--- src/rtl/tws_pkg.sv ---
// Notes on behaviour
// - address size picks zero to three address bytes
// - bit 12 chooses write (0) or read (1)
// - bits 22..16 hold the target device address
// - internal address bytes sent per size count
// - ten-bit mode uses low address byte here
// - low phase is low divider shifted plus three
// - high phase is high divider shifted plus three
// - done flag low during the current frame
// - done set after stop, empty buffers, or enable
// - rx full set while unread byte waits
// - tx holding write clears tx empty flag
// - tx empty set on shifter load or missing ack
// - master enable command sets tx empty
// - overrun on reload while full, status read with done set clears
// - underrun when shifter starves, forces stop
// - no-ack with done, cleared by status read
// - address byte is seven bits then direction
// - reading rx holding clears rx full flag
package tws_pkg;
    // register byte addresses
    localparam logic [7:0] OFS_CONTROL   = 8'h00;
    localparam logic [7:0] OFS_MODE      = 8'h04;
    localparam logic [7:0] OFS_IADDR     = 8'h0C;
    localparam logic [7:0] OFS_CLKWAVE   = 8'h10;
    localparam logic [7:0] OFS_STATUS    = 8'h20;
    localparam logic [7:0] OFS_IRQ_EN    = 8'h24;
    localparam logic [7:0] OFS_IRQ_CLR   = 8'h28;
    localparam logic [7:0] OFS_RX_HOLD   = 8'h30;
    localparam logic [7:0] OFS_TX_HOLD   = 8'h34;

    // writable bits of each register
    localparam logic [31:0] MODE_MASK    = 32'h007F_1300;
    localparam logic [31:0] IADDR_MASK   = 32'h00FF_FFFF;
    localparam logic [31:0] CLKWAVE_MASK = 32'h0007_FFFF;
    localparam logic [31:0] STATUS_MASK  = 32'h0000_01C7;

    // field positions
    localparam int MODE_SIZE_LSB  = 8;
    localparam int MODE_READ_BIT  = 12;
    localparam int MODE_DEV_LSB   = 16;
    localparam int CW_HIGH_LSB    = 8;
    localparam int CW_EXP_LSB     = 16;
    localparam int CTL_START_BIT  = 0;
    localparam int CTL_STOP_BIT   = 1;
    localparam int CTL_MASTER_ENABLE_CMD_BIT   = 2;
    localparam int CTL_MSDIS_BIT  = 3;
    localparam int ST_DONE_BIT    = 0;
    localparam int ST_RXFULL_BIT  = 1;
    localparam int ST_TXEMPTY_BIT = 2;
    localparam int ST_OVR_BIT     = 6;
    localparam int ST_UNR_BIT     = 7;
    localparam int ST_NO_ACK_FLAG_BIT    = 8;

    // reset values and phase overhead
    localparam logic [31:0] REG_RESET    = 32'h0000_0000;
    localparam logic [15:0] PHASE_EXTRA  = 16'h0003;

    // configuration handed to the byte sequencer
    typedef struct packed {
        logic [6:0]  target_device_addr;
        logic        read_direction;
        logic [1:0]  internal_addr_size;
        logic [23:0] internal_addr_bytes;
    } tws_frame_cfg_t;

    // events reported by the byte sequencer
    typedef struct packed {
        logic       frame_start;
        logic       shift_load_req;
        logic       shift_empty;
        logic       stop_sent;
        logic       ack_missing;
        logic       rx_valid;
        logic [7:0] rx_data;
    } tws_seq_evt_t;
endpackage : tws_pkg

--- src/rtl/tws_master_regs.sv ---
// Local design decisions: register access over APB and the address map.
`timescale 1ns/1ps
module tws_master_regs
    import tws_pkg::*;
(
    input  wire logic           I_REF_CLK,
    input  wire logic           I_RST_N,
    input  wire logic           I_PSEL,
    input  wire logic           I_PENABLE,
    input  wire logic           I_PWRITE,
    input  wire logic [7:0]     I_PADDR,
    input  wire logic [31:0]    I_PWDATA,
    output logic [31:0]         O_PRDATA,
    output logic                O_PREADY,
    output logic                O_PSLVERR,
    input  wire tws_seq_evt_t   I_SEQ_EVT,
    input  wire logic [1:0]     I_IADDR_IDX,
    input  wire logic           I_SCL_RUN,
    output tws_frame_cfg_t      O_FRAME_CFG,
    output logic [7:0]          O_ADDR_BYTE,
    output logic [7:0]          O_IADDR_BYTE,
    output logic [7:0]          O_TX_DATA,
    output logic                O_TX_TAKE,
    output logic                O_FORCE_STOP,
    output logic                O_START_CMD,
    output logic                O_STOP_CMD,
    output logic                O_MASTER_EN,
    output logic                O_SCL_LEVEL,
    output logic                O_SCL_EDGE,
    output logic                O_IRQ
);

    // block overview, for whoever picks this up next:
    // this module is the software-facing half of the two-wire master.
    // it owns the mode, internal address, clock waveform, status,
    // interrupt enable and the two holding registers.
    // the byte sequencer that walks start, address, data and stop
    // lives outside; it talks to us through I_SEQ_EVT and I_IADDR_IDX
    // and reads back the frame configuration, address bytes, holding byte and command pulses.
    //
    // timing summary:
    // - apb has zero wait states; pready is tied high
    // - read data is captured in the setup cycle, so a flag that
    //   sets during the access cycle shows on the next read
    // - command bits (start, stop) leave as one-cycle pulses the
    //   cycle after the control write commits
    // - sequencer events act on the edge where they are high
    // - take and forced-stop pulses follow one cycle later
    //
    // status flag policy:
    // - every hardware set beats any clear in the same cycle,
    //   so an event in the access cycle never gets lost behind that access
    // - the interrupt clear register only drops the bits named
    //   in its write data
    // - overrun and underrun clear on a status read only once done is up,
    //   so polling in mid-frame cannot hide an error
    //
    // limitations:
    // - no software reset command; only I_RST_N clears state
    // - the waveform registers are not shadowed; rewriting them
    //   while the serial clock runs bends the current phase
    // - the interrupt line is a level and needs no acknowledge

    // registers
    logic [31:0] mode_reg;
    logic [31:0] iaddr_reg;
    logic [31:0] clkwave_reg;
    logic [31:0] status_reg;
    logic [31:0] status_next;
    logic [31:0] irq_en_reg;
    logic [7:0]  rx_hold_reg;
    logic [7:0]  tx_hold_reg;
    logic        master_en_reg;
    logic        start_reg;
    logic        stop_reg;
    logic        take_reg;
    logic        force_stop_reg;
    logic [15:0] phase_cnt_reg;
    logic        scl_reg;
    logic        edge_reg;

    // address decode notes:
    // - only exact byte addresses hit; a misaligned or unused
    //   address falls through to the error response
    // - status and receive holding are read-only; writes there
    //   hit a mapped address, so they are quietly dropped
    // - the control register reads as zero, being command-only
    // - keeping all decode as named wires lets the flag logic
    //   below read like the behaviour it implements

    // apb decode: access phase commits in its only cycle
    wire         acc      = I_PSEL & I_PENABLE;
    wire         wr_acc   = acc & I_PWRITE;
    wire         rd_acc   = acc & ~I_PWRITE;
    wire         hit_ctl  = (I_PADDR == OFS_CONTROL);
    wire         hit_mode = (I_PADDR == OFS_MODE);
    wire         hit_internal_addr_bytes = (I_PADDR == OFS_IADDR);
    wire         hit_cw   = (I_PADDR == OFS_CLKWAVE);
    wire         hit_st   = (I_PADDR == OFS_STATUS);
    wire         hit_ien  = (I_PADDR == OFS_IRQ_EN);
    wire         hit_iclr = (I_PADDR == OFS_IRQ_CLR);
    wire         hit_rx   = (I_PADDR == OFS_RX_HOLD);
    wire         hit_tx   = (I_PADDR == OFS_TX_HOLD);
    wire         mapped   = hit_ctl | hit_mode | hit_internal_addr_bytes | hit_cw |
                            hit_st | hit_ien | hit_iclr | hit_rx | hit_tx;

    wire         ctl_wr   = wr_acc & hit_ctl;
    wire         master_enable_cmd_cmd = ctl_wr & I_PWDATA[CTL_MASTER_ENABLE_CMD_BIT]
                            & ~I_PWDATA[CTL_MSDIS_BIT];
    wire         msdis    = ctl_wr & I_PWDATA[CTL_MSDIS_BIT];
    wire         tx_wr    = wr_acc & hit_tx;
    wire         st_rd    = rd_acc & hit_st;
    wire         rx_rd    = rd_acc & hit_rx;
    wire         iclr_wr  = wr_acc & hit_iclr;

    // zero wait states; unmapped addresses answer with an error
    assign O_PREADY  = 1'b1;
    assign O_PSLVERR = acc & ~mapped;

    // read mux; reserved bits are masked off
    // reserved bits zero
    wire [31:0] rd_data =
        hit_mode ? (mode_reg & MODE_MASK) :
        hit_internal_addr_bytes ? (iaddr_reg & IADDR_MASK) :
        hit_cw   ? (clkwave_reg & CLKWAVE_MASK) :
        hit_st   ? (status_reg & STATUS_MASK) :
        hit_ien  ? (irq_en_reg & STATUS_MASK) :
        hit_rx   ? {24'h00_0000, rx_hold_reg} :
        hit_tx   ? {24'h00_0000, tx_hold_reg} : 32'h0000_0000;

    // prdata registered at setup so it is steady in the access phase
    always_ff @(posedge I_REF_CLK or negedge I_RST_N) begin
        if (!I_RST_N) begin
            O_PRDATA <= REG_RESET;
        end else if (I_PSEL & ~I_PENABLE) begin
            O_PRDATA <= rd_data;
        end
    end

    // configuration registers, masked on write
    // writes to reserved ignored
    always_ff @(posedge I_REF_CLK or negedge I_RST_N) begin
        if (!I_RST_N) begin
            mode_reg    <= REG_RESET;
            iaddr_reg   <= REG_RESET;
            clkwave_reg <= REG_RESET;
            irq_en_reg  <= REG_RESET;
        end else if (wr_acc) begin
            if (hit_mode) mode_reg <= I_PWDATA & MODE_MASK;
            if (hit_internal_addr_bytes) iaddr_reg <= I_PWDATA & IADDR_MASK;
            if (hit_cw)   clkwave_reg <= I_PWDATA & CLKWAVE_MASK;
            if (hit_ien)  irq_en_reg <= I_PWDATA & STATUS_MASK;
        end
    end

    // frame configuration fields
    // device address field
    assign O_FRAME_CFG.target_device_addr =
        mode_reg[MODE_DEV_LSB +: 7];
    assign O_FRAME_CFG.read_direction = mode_reg[MODE_READ_BIT];
    assign O_FRAME_CFG.internal_addr_size =
        mode_reg[MODE_SIZE_LSB +: 2];
    assign O_FRAME_CFG.internal_addr_bytes = iaddr_reg[23:0];

    assign O_ADDR_BYTE = {mode_reg[MODE_DEV_LSB +: 7],
                          mode_reg[MODE_READ_BIT]};

    // sequencer walks index from size-1 down to 0, high byte first;
    // in ten-bit mode byte 0 is the low slave address byte
    // select address byte
    wire [1:0] iaddr_size = mode_reg[MODE_SIZE_LSB +: 2];
    wire       idx_ok     = (I_IADDR_IDX < iaddr_size);
    assign O_IADDR_BYTE = !idx_ok ? 8'h00 :
        (I_IADDR_IDX == 2'd2) ? iaddr_reg[23:16] :
        (I_IADDR_IDX == 2'd1) ? iaddr_reg[15:8] : iaddr_reg[7:0];

    // start and stop commands become one-cycle pulses; the enable level is held
    always_ff @(posedge I_REF_CLK or negedge I_RST_N) begin
        if (!I_RST_N) begin
            master_en_reg <= 1'b0;
            start_reg     <= 1'b0;
            stop_reg      <= 1'b0;
        end else begin
            start_reg <= ctl_wr & I_PWDATA[CTL_START_BIT];
            stop_reg  <= ctl_wr & I_PWDATA[CTL_STOP_BIT];
            if (msdis) begin
                master_en_reg <= 1'b0;
            end else if (master_enable_cmd_cmd) begin
                master_en_reg <= 1'b1;
            end
        end
    end
    assign O_START_CMD = start_reg;
    assign O_STOP_CMD  = stop_reg;
    assign O_MASTER_EN = master_en_reg;

    // shifter request: load from holding or report starvation
    wire tx_empty  = status_reg[ST_TXEMPTY_BIT];
    wire load_ok   = I_SEQ_EVT.shift_load_req & ~tx_empty;
    wire starve    = I_SEQ_EVT.shift_load_req & tx_empty;
    wire overrun   = I_SEQ_EVT.rx_valid & status_reg[ST_RXFULL_BIT]
                     & ~rx_rd;
    wire done_evt  = I_SEQ_EVT.stop_sent & I_SEQ_EVT.shift_empty
                     & tx_empty;

    // holding register handshake notes:
    // - a load request with a byte waiting turns into a take
    //   pulse next cycle; the byte itself sits on O_TX_DATA
    // - a load request with nothing waiting is a starvation:
    //   the sequencer gets a forced stop pulse instead
    // - received bytes overwrite the holding register at once;
    //   an unread byte is lost, and overrun records that
    // - the tx holding byte stays readable, which helps software
    //   that wants to see what is queued

    // holding registers and shifter handshake
    always_ff @(posedge I_REF_CLK or negedge I_RST_N) begin
        if (!I_RST_N) begin
            tx_hold_reg    <= 8'h00;
            rx_hold_reg    <= 8'h00;
            take_reg       <= 1'b0;
            force_stop_reg <= 1'b0;
        end else begin
            take_reg       <= load_ok;
            force_stop_reg <= starve;
            if (tx_wr) tx_hold_reg <= I_PWDATA[7:0];
            if (I_SEQ_EVT.rx_valid) rx_hold_reg <= I_SEQ_EVT.rx_data;
        end
    end
    assign O_TX_DATA    = tx_hold_reg;
    assign O_TX_TAKE    = take_reg;
    assign O_FORCE_STOP = force_stop_reg;

    // status update order matters: clears are applied first,
    // then sets, so a set in the same cycle always wins.
    // done falls at frame start and rises on a finished stop,
    // on the enable command, or on a missing acknowledge.
    // the tx empty flag also rises with the enable command, so
    // software sees a free holding register right after enable.
    // no-ack clears on any status read; overrun and underrun
    // wait for a read taken with done already set.
    // the final mask keeps reserved positions at zero whatever
    // the clear register was fed.

    // status next value; every hardware set beats its clear
    always_comb begin
        status_next = status_reg;
        // software clear register drops named bits
        if (iclr_wr) status_next = status_next & ~I_PWDATA;
        if (I_SEQ_EVT.frame_start) status_next[ST_DONE_BIT] = 1'b0;
        if (rx_rd) status_next[ST_RXFULL_BIT] = 1'b0;
        if (tx_wr) status_next[ST_TXEMPTY_BIT] = 1'b0;
        if (st_rd && status_reg[ST_DONE_BIT]) begin
            status_next[ST_OVR_BIT] = 1'b0;
            status_next[ST_UNR_BIT] = 1'b0;
        end
        if (st_rd) status_next[ST_NO_ACK_FLAG_BIT] = 1'b0;
        if (done_evt || master_enable_cmd_cmd) status_next[ST_DONE_BIT] = 1'b1;
        if (I_SEQ_EVT.rx_valid) status_next[ST_RXFULL_BIT] = 1'b1;
        if (load_ok || master_enable_cmd_cmd) status_next[ST_TXEMPTY_BIT] = 1'b1;
        if (overrun) status_next[ST_OVR_BIT] = 1'b1;
        if (starve) status_next[ST_UNR_BIT] = 1'b1;
        if (I_SEQ_EVT.ack_missing) begin
            status_next[ST_NO_ACK_FLAG_BIT]    = 1'b1;
            status_next[ST_DONE_BIT]    = 1'b1;
            status_next[ST_TXEMPTY_BIT] = 1'b1;
        end
        status_next = status_next & STATUS_MASK;
    end

    always_ff @(posedge I_REF_CLK or negedge I_RST_N) begin
        if (!I_RST_N) begin
            status_reg <= REG_RESET;
        end else begin
            status_reg <= status_next;
        end
    end

    // level interrupt while any enabled flag stands
    assign O_IRQ = |(status_reg & irq_en_reg);

    // serial clock phase lengths, up to 255 << 7 plus three
    wire [2:0]  exp_div  = clkwave_reg[CW_EXP_LSB +: 3];
    wire [15:0] low_len  = (16'(clkwave_reg[7:0]) << exp_div)
                           + PHASE_EXTRA;
    wire [15:0] high_len = (16'(clkwave_reg[CW_HIGH_LSB +: 8])
                           << exp_div) + PHASE_EXTRA;
    wire [15:0] cur_len  = scl_reg ? high_len : low_len;
    // greater-or-equal so a shortened phase cannot overshoot
    wire        phase_end = (phase_cnt_reg >= cur_len - 16'd1);

    // serial clock generator notes:
    // - each phase lasts its divider shifted by the exponent,
    //   plus three reference cycles of fixed overhead
    // - the counter runs from zero to length minus one, then
    //   the level toggles and the edge pulse fires once
    // - dropping I_SCL_RUN parks the line high, its idle level,
    //   so the bus sees no stray edge between frames
    // - the level is a flip-flop, not a gated clock, so it is
    //   glitch-free towards the pad logic
    // - the widest phase fits sixteen bits with room to spare

    // clock generator idles high; a run starts with a high phase
    always_ff @(posedge I_REF_CLK or negedge I_RST_N) begin
        if (!I_RST_N) begin
            phase_cnt_reg <= 16'h0000;
            scl_reg       <= 1'b1;
            edge_reg      <= 1'b0;
        end else if (!I_SCL_RUN) begin
            phase_cnt_reg <= 16'h0000;
            scl_reg       <= 1'b1;
            edge_reg      <= 1'b0;
        end else if (phase_end) begin
            phase_cnt_reg <= 16'h0000;
            scl_reg       <= ~scl_reg;
            edge_reg      <= 1'b1;
        end else begin
            phase_cnt_reg <= phase_cnt_reg + 16'd1;
            edge_reg      <= 1'b0;
        end
    end
    assign O_SCL_LEVEL = scl_reg;
    assign O_SCL_EDGE  = edge_reg;

endmodule : tws_master_regs

--- config.mk ---
export PLATFORM = sky130hd
export DESIGN_NAME = tws_master_regs
export DESIGN_NICKNAME = d
export VERILOG_FILES = /design/src/rtl/tws_pkg.sv /design/src/rtl/tws_master_regs.sv
export SDC_FILE = /design/constraint.sdc
export NUM_CORES = 1
export LEC_CHECK = 0
export BUFFER_PORTS_ARGS = -buffer_cell sky130_fd_sc_hd__buf_2
export CORE_AREA = 2 2 137 139
export CTS_BUF_LIST = sky130_fd_sc_hd__clkbuf_8
export DETAILED_ROUTE_END_ITERATION = 10
export DIE_AREA = 0 0 139 141
export GPL_ROUTABILITY_DRIVEN = 0
export GPL_TIMING_DRIVEN = 0
export REMOVE_ABC_BUFFERS = 1
export SYNTH_ARGS = -nofsm -noshare
export SYNTH_HDL_FRONTEND = slang
export SYNTH_SLANG_ARGS = --single-unit
--- constraint.sdc ---
create_clock -name I_REF_CLK -period 10.45 [get_ports I_REF_CLK]
set_input_delay 1.045 -clock I_REF_CLK [delete_from_list [all_inputs] [get_ports I_REF_CLK]]
set_output_delay 1.045 -clock I_REF_CLK [all_outputs]
set_load 0.01 [all_outputs]
==> flow_summary.json, run 1 <==
{
  "io_buffers": 144,
  "nets": 878,
  "fill_cells": 1775,
  "critPathSlowestCell": "dfstp_2",
  "root_buffer": "clkbuf_8",
  "antenna_cells": 0,
  "critical_path.top_delay_family": "compound AO/OA/AOI/OAI gates",
  "vias": 5629,
  "arrival_ns": 6.07,
  "cts_inserted_buffers": 17,
  "final.setup.tns_ns": 0,
  "p_clk_frac": 0.394,
  "hpwl_um": 13700,
  "tightest_slew_ns": 1.23,
  "yosys_warnings": 0,
  "antenna_found_initial": 1,
  "dp_cells": 1009,
  "r2r_start": "O_SCL_LEVEL",
  "grt_max_degree": 97,
  "syn_area_per_cell_um2": 10.7,
  "grt_pass1_wl_um": 30100,
  "fin_crit_ns": 5.69,
  "syn_inst": 662,
  "required_ns": 10.82,
  "antenna_left": 0,
  "dieWidth_um": 139,
  "post-route-period-util": 0.545,
  "post_cts_buffers": 0,
  "io_pins": 162,
  "cts_tree": "yes",
  "die-height_um": 141,
  "crit_chain": "mux4_1, nand2b_1, a21oi_1, ha_1, a41oi_1, or3_1, xor2_1, a21boi_1, nand3b_1, or4_1, a31oi_1, xnor2_1, ha_1, a21o_1, a21o_1, a21oi_1, nand2_1, a21oi_1, o311ai_2, buf_6, nor2_1",
  "clkSinkCount": 128,
  "clk_latency_ns": 0.45,
  "start_util": 0.389,
  "cts.path.max_buffers": 2,
  "crit_top_cell": "a21oi_1",
  "clock-skew-final_ns": 0.0103,
  "synth.area.top_cells": "dfrtp_1 45%, mux2_2 13%, ha_1 3.9%, nor2_1 3.6%, a21oi_1 2.4%",
  "htree_levels": 4,
  "powerDensity_nw_per_um2": 133,
  "hold_path_class": "in2async",
  "wirelength_um": 18800,
  "syn_area_um2": 7110,
  "first_iter_violations": 247,
  "async_flop_share": 1.00,
  "clock.fmax_ghz": 0.176,
  "pwr-share-seq": 0.483,
  "p_switching_w": 0.000319,
  "syn_to_final_growth_pct": 18.7,
  "ctsHoldBuffers": 0,
  "crit_path_end_kind": "register",
  "post_drt_wl_per_cell_um": 18.1,
  "power.share.switching": 0.284,
  "startpoint": "O_SCL_LEVEL",
  "drv_cap": 0,
  "synth-main-ff-cell": "dfrtp_1",
  "path_buf_inv": 1,
  "cts_resized": 0,
  "power_leakage_nw": 4.14,
  "vdd_drop_max_mv": 0.0764,
  "fp.dieArea_um2": 19600,
  "grtUsageTotal": 0.194,
  "drc": 0,
  "synth_seq_cells": 128,
  "vias_per_cell": 5.41,
  "grt_overflow": 0,
  "synth_largest_area_cell": "dfrtp_1",
  "setup_viol": 0,
  "max_stage_delay_ns": 0.76,
  "drive_gt1_frac": 0.342,
  "r2r_slack_ns": 4.76,
  "cp_max_fo": 13,
  "pwr-share-comb": 0.123,
  "cts.clk_slew.worst_paths_ns": 0.08,
  "rows": 50,
  "dr.pass1.iters": 5,
  "run_status": "finished, final reports clean",
  "rsz0062_at_grt": "no",
  "stdcell_count": 1041,
  "crit_type": "reg2reg",
  "start_kind": "register",
  "synth.distinct_cells": 62,
  "design.core.area_um2": 18300,
  "intPower_w": 0.000802,
  "synth_top_cell_area_share": 0.447,
  "slew_violations": 0,
  "hold_viol": 0,
  "grt_pass1_vias": 5580,
  "synth-edff-count": 0,
  "ys_seq_area_frac": 0.450,
  "relSlewSlack": 0.177
}
-- synthesized netlist by cell type, drive strengths merged (3+ instances only) --
| library cell | n |
|---|---|
| and3 | 8 |
| o22ai | 4 |
| and2 | 6 |
| inv | 11 |
| dfrtp | 127 |
| a21oi | 34 |
| nor2b | 12 |
| a21o | 10 |
| clkbuf | 21 |
| nor2 | 68 |
| a211oi | 18 |
| xnor2 | 16 |
| a221oi | 5 |
| nand2 | 41 |
| nand4 | 5 |
| nand3 | 22 |
| a31o | 3 |
| mux2i | 15 |
| buf | 22 |
| or4 | 3 |
| nor3 | 6 |
| xor2 | 13 |
| o21ai | 7 |
| a31oi | 7 |
| ha | 22 |
| nand2b | 6 |
| mux4 | 8 |
| mux2 | 81 |
| a222oi | 6 |
| nor4 | 5 |
| a22oi | 22 |
-- layer usage --
metal  wire length, um  track usage  share of wire
met1              8380        0.254           0.45
met2              9280        0.325           0.49
met3               888       0.0435          0.047
met4               267       0.0579          0.014
met5                 0            0              0
-- worst reg2reg max path, delay by kind of cell, from the launching register on --
kind / cells / cell delay [ns]
DFF: 1 / 0.76
adders and majority gates: 2 / 0.44
muxes: 1 / 0.66
xor gates and xnor gates: 2 / 0.19
buffers and inverters: 1 / 0.21
and+or+nand+nor: 6 / 1.34
AOI/OAI and AO/OA: 9 / 2.02
-- placed cells by master, fill, tap and decap left out, types with 4 or more instances in the layout --
master / count
dfrtp_1: 127
mux2_2: 79
a21o_1: 10
inv_6: 4
clkbuf_8: 18
a31oi_1: 7
and3_1: 8
nand4_1: 5
xnor2_1: 16
ha_1: 22
mux4_1: 5
a211oi_1: 18
a21oi_1: 34
a222oi_1: 6
and2_1: 6
mux2i_1: 15
a221oi_1: 5
nand2_1: 41
nor3_1: 5
buf_2: 143
nand3_1: 22
nor2b_1: 11
nor2_1: 67
xor2_1: 13
a22oi_1: 22
conb_1: 9
nor4_1: 4
o21ai_0: 7
o22ai_1: 4
inv_1: 11
nand2b_1: 6
-- per-stage QoR --
step	area, um^2	hold WS, ns	total power, W	util	worst slack (ns)
2_1_floorplan	6910	0.476	0.000618	-	5.05
3_3_place_gp	7920	0.493	0.000684	0.433	3.78
3_5_place_dp	8040	0.498	0.000690	0.440	4.80
4_1_cts	8440	0.476	0.00113	0.462	4.73
5_1_grt	8440	0.487	0.00118	0.462	4.31
6_report	8440	0.482	0.00112	0.462	4.76
-- cell families after synthesis --
group	share of synthesized area
xor gates and xnor gates	0.0357
other	0.00106
DFF	0.450
AOI/OAI and AO/OA	0.128
muxes	0.178
adders and majority gates	0.0387
buffers and inverters	0.0394
and+or+nand+nor	0.129
-- power groups by stage --
stage / Combinational, W / Clock, W / Sequential [W]
floorplan: 0.0000642 / 0 / 0.000554
global placement: 0.000132 / 0 / 0.000552
detailed placement: 0.000139 / 0 / 0.000552
CTS: 0.000139 / 0.000451 / 0.000542
global route: 0.000155 / 0.000475 / 0.000546
finish: 0.000137 / 0.000442 / 0.000542
-- cell type report --
type                       instances  area, um^2  share of cell area
multi-input combinational        486        3680               0.436
sequential                       128        3200               0.379
timing repair buffer             149         820              0.0971
tap                              234         293              0.0347
clock buffer                      18         248              0.0293
clock inverter                    14         156              0.0185
inverter                          12        45.0             0.00533
-- final timing paths --
check	to	cells after the start
setup reg to reg	phase_cnt_reg[2]	21
max in group asynchronous	O_TX_DATA[1]	2
hold / removal	phase_cnt_reg[5]	1
setup / recovery	phase_cnt_reg[2]	21
hold reg to reg	rx_hold_reg[5]	1
min in group I_REF_CLK	rx_hold_reg[5]	1
Power figures use the tool's default switching activity.
==> run 2: changes to the inputs <==
==> constraint.sdc (replaced) <==
create_clock -name I_REF_CLK -period 5.7 [get_ports I_REF_CLK]
set_input_delay 0.57 -clock I_REF_CLK [delete_from_list [all_inputs] [get_ports I_REF_CLK]]
set_output_delay 0.57 -clock I_REF_CLK [all_outputs]
set_load 0.01 [all_outputs]
==> flow_summary.json, run 2 (same netlist as run 1, synthesis figures left out) <==
{
  "powerDensity_nw_per_um2": 243,
  "power_leakage_nw": 4.15,
  "cts_tree": "yes",
  "start_kind": "register",
  "cts.path.max_buffers": 2,
  "clock.fmax_ghz": 0.187,
  "fin_crit_ns": 5.34,
  "r2r_slack_ns": 0.36,
  "crit_type": "reg2reg",
  "cp_max_fo": 13,
  "nets": 879,
  "run_status": "finished, final reports clean",
  "first_iter_violations": 270,
  "grt_overflow": 0,
  "path_buf_inv": 1,
  "cts_inserted_buffers": 17,
  "htree_levels": 4,
  "crit_chain": "mux4_1, nand2b_1, a21oi_1, ha_1, a41oi_1, or3_4, xor2_1, a21boi_2, nand3b_1, or4_1, a31oi_1, xnor2_1, ha_1, a21o_1, a21o_1, a21oi_1, nand2_1, a21oi_2, o311ai_4, buf_6, nor2_1",
  "clk_latency_ns": 0.44,
  "post_drt_wl_per_cell_um": 18.1,
  "cts.clk_slew.worst_paths_ns": 0.08,
  "setup_viol": 0,
  "p_clk_frac": 0.393,
  "pwr-share-seq": 0.482,
  "final_common_cell": "buf_2",
  "intPower_w": 0.00147,
  "design.core.area_um2": 18300,
  "antenna_cells": 0,
  "io_buffers": 144,
  "crit_path_end_kind": "register",
  "drc": 0,
  "hold_viol": 0,
  "hold_path_class": "in2async",
  "ctsHoldBuffers": 0,
  "die-height_um": 141,
  "critical_path.top_delay_family": "compound AO/OA/AOI/OAI gates",
  "arrival_ns": 5.71,
  "clock-skew-final_ns": 0.0103,
  "slew_violations": 0,
  "max_stage_delay_ns": 0.74,
  "fp.dieArea_um2": 19600,
  "start_util": 0.389,
  "vias": 5647,
  "tightest_slew_ns": 1.23,
  "dieWidth_um": 139,
  "final.setup.tns_ns": 0,
  "vdd_drop_max_mv": 0.140,
  "timing.rr.end": "phase_cnt_reg[2]",
  "hpwl_um": 13700,
  "grt_max_degree": 97,
  "relSlewSlack": 0.180,
  "syn_to_final_growth_pct": 19.3,
  "reg2regPathDepth": 21,
  "drive_gt1_frac": 0.349,
  "grt_pass1_wl_um": 30100,
  "pwr-share-comb": 0.125,
  "power.share.switching": 0.285,
  "post-route-period-util": 0.937,
  "root_buffer": "clkbuf_8",
  "p_switching_w": 0.000587,
  "critPathSlowestCell": "dfstp_4",
  "required_ns": 6.07,
  "antenna_left": 0,
  "grtUsageTotal": 0.194,
  "clkSinkCount": 128,
  "p_total_w": 0.00206,
  "final_cell_mix": "143 x buf_2, 127 x dfrtp_1, 79 x mux2_2, 67 x nor2_1, 41 x nand2_1",
  "wirelength_um": 18800,
  "io_pins": 162,
  "grt_pass1_vias": 5580,
  "r2r_start": "O_SCL_LEVEL",
  "dr.pass1.iters": 5,
  "rows": 50,
  "drv_cap": 0,
  "antenna_found_initial": 1,
  "vias_per_cell": 5.42
}
## run 2: stage by stage
| step | utilization | setup slack [ns] | std cells | area, um^2 | hold slack (ns) |
|---|---|---|---|---|---|
| after floorplan | - | 0.300 | 626 | 6910 | 0.274 |
| after global placement | 0.433 | -0.967 | 1004 | 7920 | 0.493 |
| after detailed placement | 0.440 | 0.0503 | 1009 | 8040 | 0.488 |
| after CTS | 0.462 | 0.102 | 1041 | 8450 | 0.00110 |
| after global routing | 0.465 | -0.00794 | 1042 | 8490 | 0.0124 |
| final | 0.465 | 0.362 | 1042 | 8490 | 0.00732 |
## run 2: layout make-up
| type | instances | area [um^2] |
|---|---|---|
| clock buffer | 18 | 248 |
| clock inverter | 14 | 156 |
| fill | 1770 | 9780 |
| inverter | 12 | 45.0 |
| multi-input combinational | 486 | 3710 |
| sequential | 128 | 3210 |
| tap | 234 | 293 |
| timing repair buffer | 150 | 827 |
## run 2: power groups by stage
| stage | clock network (W) | registers [W] | logic, W |
|---|---|---|---|
| 2_1_floorplan | 0 | 0.00102 | 0.000118 |
| 3_3_place_gp | 0 | 0.00101 | 0.000243 |
| 3_5_place_dp | 0 | 0.00101 | 0.000254 |
| 4_1_cts | 0.000826 | 0.000993 | 0.000258 |
| 5_1_grt | 0.000871 | 0.00100 | 0.000291 |
| 6_report | 0.000810 | 0.000994 | 0.000257 |
## run 2: routing by layer
layer  routed length, um  global-route usage
met5                   0                   0
met2                9350               0.325
met1                8360               0.254
met4                 268              0.0579
met3                 870              0.0435
## run 2: repair_timing
item,4_1_cts,5_1_grt
buffers inserted,0,1
gates resized for setup,1,6
setup endpoints to repair,7,18
pin swaps,0,0
## run 2: how the worst max path moves through the flow
stage	start	end	slack, ns	cells past startpoint
2_1_floorplan	O_SCL_LEVEL	phase_cnt_reg[10]	0.30	20
3_3_place_gp	O_SCL_LEVEL	phase_cnt_reg[15]	-0.97	20
3_5_place_dp	O_SCL_LEVEL	phase_cnt_reg[11]	0.05	21
4_1_cts	O_SCL_LEVEL	phase_cnt_reg[2]	0.10	21
5_1_grt	O_SCL_LEVEL	phase_cnt_reg[2]	-0.008	21
6_report	O_SCL_LEVEL	phase_cnt_reg[2]	0.36	21
## run 2: worst reg2reg max path: stages, from the launching register on
cell and delay (ns):
dfstp_4 0.74, mux4_1 0.64, nand2b_1 0.13, a21oi_1 0.14, ha_1 0.26, a41oi_1 0.30, or3_4 0.22, xor2_1 0.08
a21boi_2 0.23, nand3b_1 0.25, or4_1 0.46, a31oi_1 0.22, xnor2_1 0.10, ha_1 0.18, a21o_1 0.16, a21o_1 0.17
a21oi_1 0.18, nand2_1 0.09, a21oi_2 0.27, o311ai_4 0.15, buf_6 0.19, nor2_1 0.11
==> run 3: changes to the inputs <==
--- a/config.mk
+++ b/config.mk
@@ -6,12 +6,13 @@
 export NUM_CORES = 1
 export LEC_CHECK = 0
 export BUFFER_PORTS_ARGS = -buffer_cell sky130_fd_sc_hd__buf_2
-export CORE_AREA = 2 2 137 139
+export CORE_AREA = 3 3 105 183
 export CTS_BUF_LIST = sky130_fd_sc_hd__clkbuf_8
 export DETAILED_ROUTE_END_ITERATION = 10
-export DIE_AREA = 0 0 139 141
+export DIE_AREA = 0 0 108 186
 export GPL_ROUTABILITY_DRIVEN = 0
 export GPL_TIMING_DRIVEN = 0
+export MAX_ROUTING_LAYER = met4
 export REMOVE_ABC_BUFFERS = 1
 export SYNTH_ARGS = -nofsm -noshare
 export SYNTH_HDL_FRONTEND = slang
==> flow_summary.json, run 3 (same netlist as run 1, synthesis figures left out) <==
{
  "clock.fmax_ghz": 0.188,
  "p_total_w": 0.00213,
  "start_util": 0.396,
  "timing.rr.end": "phase_cnt_reg[2]",
  "clkSinkCount": 128,
  "tightest_slew_ns": 1.18,
  "cp_max_fo": 13,
  "relSlewSlack": 0.212,
  "rows": 65,
  "grtUsageTotal": 0.213,
  "clock-skew-final_ns": 0.0153,
  "design.core.area_um2": 18000,
  "syn_to_final_growth_pct": 20.0,
  "cts_tree": "yes",
  "slew_violations": 0,
  "required_ns": 6.03,
  "final_cell_mix": "143 x buf_2, 127 x dfrtp_1, 79 x mux2_2, 67 x nor2_1, 41 x nand2_1",
  "rsz0062_at_grt": "no",
  "fp.dieArea_um2": 20100,
  "cts.clk_slew.worst_paths_ns": 0.08,
  "powerDensity_nw_per_um2": 250,
  "dieWidth_um": 108,
  "crit_path_end_kind": "register",
  "antenna_found_initial": 1,
  "first_iter_violations": 252,
  "setup_viol": 0,
  "reg2regPathDepth": 21,
  "vdd_drop_max_mv": 0.217,
  "wirelength_um": 20100,
  "cts.path.max_buffers": 2,
  "dp_cells": 1009,
  "grt_pass1_vias": 5729,
  "start_kind": "register",
  "stdcell_count": 1045,
  "post-route-period-util": 0.933,
  "drv_cap": 0,
  "hpwl_um": 15600,
  "fin_crit_ns": 5.32,
  "io_pins": 162,
  "run_status": "finished, final reports clean",
  "power_leakage_nw": 4.18,
  "nets": 881,
  "vias": 5658,
  "final_common_cell": "buf_2",
  "clk_latency_ns": 0.45,
  "critPathSlowestCell": "dfstp_4",
  "max_stage_delay_ns": 0.75,
  "timing.hold.ws_ns": 0.0889,
  "grt_overflow": 0,
  "grt_pass1_wl_um": 31700,
  "root_buffer": "clkbuf_8",
  "crit_type": "reg2reg",
  "ctsHoldBuffers": 0,
  "crit_chain": "mux4_1, nand2b_1, a21oi_1, ha_1, a41oi_1, or3_1, xor2_1, a21boi_2, nand3b_1, or4_1, a31oi_1, xnor2_1, ha_1, a21o_1, a21o_1, a21oi_1, o21ai_0, inv_1, o311ai_2, buf_4, nor2_1",
  "io_buffers": 144,
  "hold_viol": 0,
  "post_drt_wl_per_cell_um": 19.3,
  "cts_inserted_buffers": 17,
  "startpoint": "O_SCL_LEVEL",
  "grt_max_degree": 75,
  "vias_per_cell": 5.41,
  "die-height_um": 186,
  "drive_gt1_frac": 0.347,
  "r2r_start": "O_SCL_LEVEL",
  "dr.pass1.iters": 5,
  "htree_levels": 4,
  "drc": 0,
  "r2r_slack_ns": 0.38,
  "antenna_left": 0,
  "hold_path_class": "in2async",
  "arrival_ns": 5.65
}
[run 3: changes by cell type in the layout (fill, tap and decap cells not counted), sizes merged]
cell / change
bufinv: +2
inv: -3
buf: +2
diode: +1
clkbuf: +1
[run 3: worst max-delay path: cells and delay by family (launching register included)]
kind,cells,cell delay (ns)
xor gates and xnor gates,2,0.26
and+or+nand+nor,5,1.07
adders and majority gates,2,0.41
AOI/OAI and AO/OA,9,1.69
buffers and inverters,2,0.40
muxes,1,0.62
DFF,1,0.75
[run 3: report_power, final]
part           internal, W  total, W  switching [W]
registers         0.000953  0.000996      0.0000431
logic             0.000114  0.000256       0.000142
clock network     0.000501  0.000879       0.000379
[run 3: worst max-delay path by stage]
stage	endpoint	slack, ns	cells past startpoint
after detailed placement	phase_cnt_reg[6]	-0.14	21
after floorplan	phase_cnt_reg[10]	0.30	20
final	phase_cnt_reg[2]	0.38	21
after global routing	phase_cnt_reg[2]	0.02	21
after global placement	phase_cnt_reg[15]	-1.06	20
after CTS	phase_cnt_reg[2]	0.04	21
[run 3: stage by stage]
stage / cell area (um^2) / TNS [ns] / setup slack (ns) / utilization
3_5_place_dp: 8050 / -1.69 / -0.139 / 0.448
2_1_floorplan: 6910 / 0 / 0.300 / -
4_1_cts: 8500 / 0 / 0.0379 / 0.473
3_3_place_gp: 7920 / -16.31 / -1.06 / 0.441
5_1_grt: 8540 / 0 / 0.0174 / 0.475
6_report: 8540 / 0 / 0.382 / 0.475
[run 3: per-layer routing]
layer | share of wire | up-vias | GRT usage | wire length [um]
met5 | 0 | - | - | 0
met2 | 0.58 | 133 | 0.402 | 11600
met1 | 0.35 | 2810 | 0.211 | 7100
met4 | 0.028 | 0 | 0.0824 | 557
met3 | 0.042 | 24 | 0.0423 | 855
li1 | - | 2691 | - | -
[run 3: layout make-up]
| cell class | instances | area [um^2] |
|---|---|---|
| Timing Repair Buffer | 152 | 847 |
| Multi-Input combinational cell | 486 | 3700 |
| Fill cell | 1738 | 9430 |
| Tap cell | 234 | 293 |
| Clock buffer | 19 | 262 |
| Inverter | 12 | 45.0 |
| Antenna cell | 1 | 2.50 |
| Sequential cell | 128 | 3210 |
| Clock inverter | 13 | 186 |
[run 3: what timing repair did]
| item | in CTS | in global routing |
|---|---|---|
| resized for setup | 2 | 3 |
| buffers inserted | 0 | 3 |
| setup endpoints to repair | 13 | 18 |
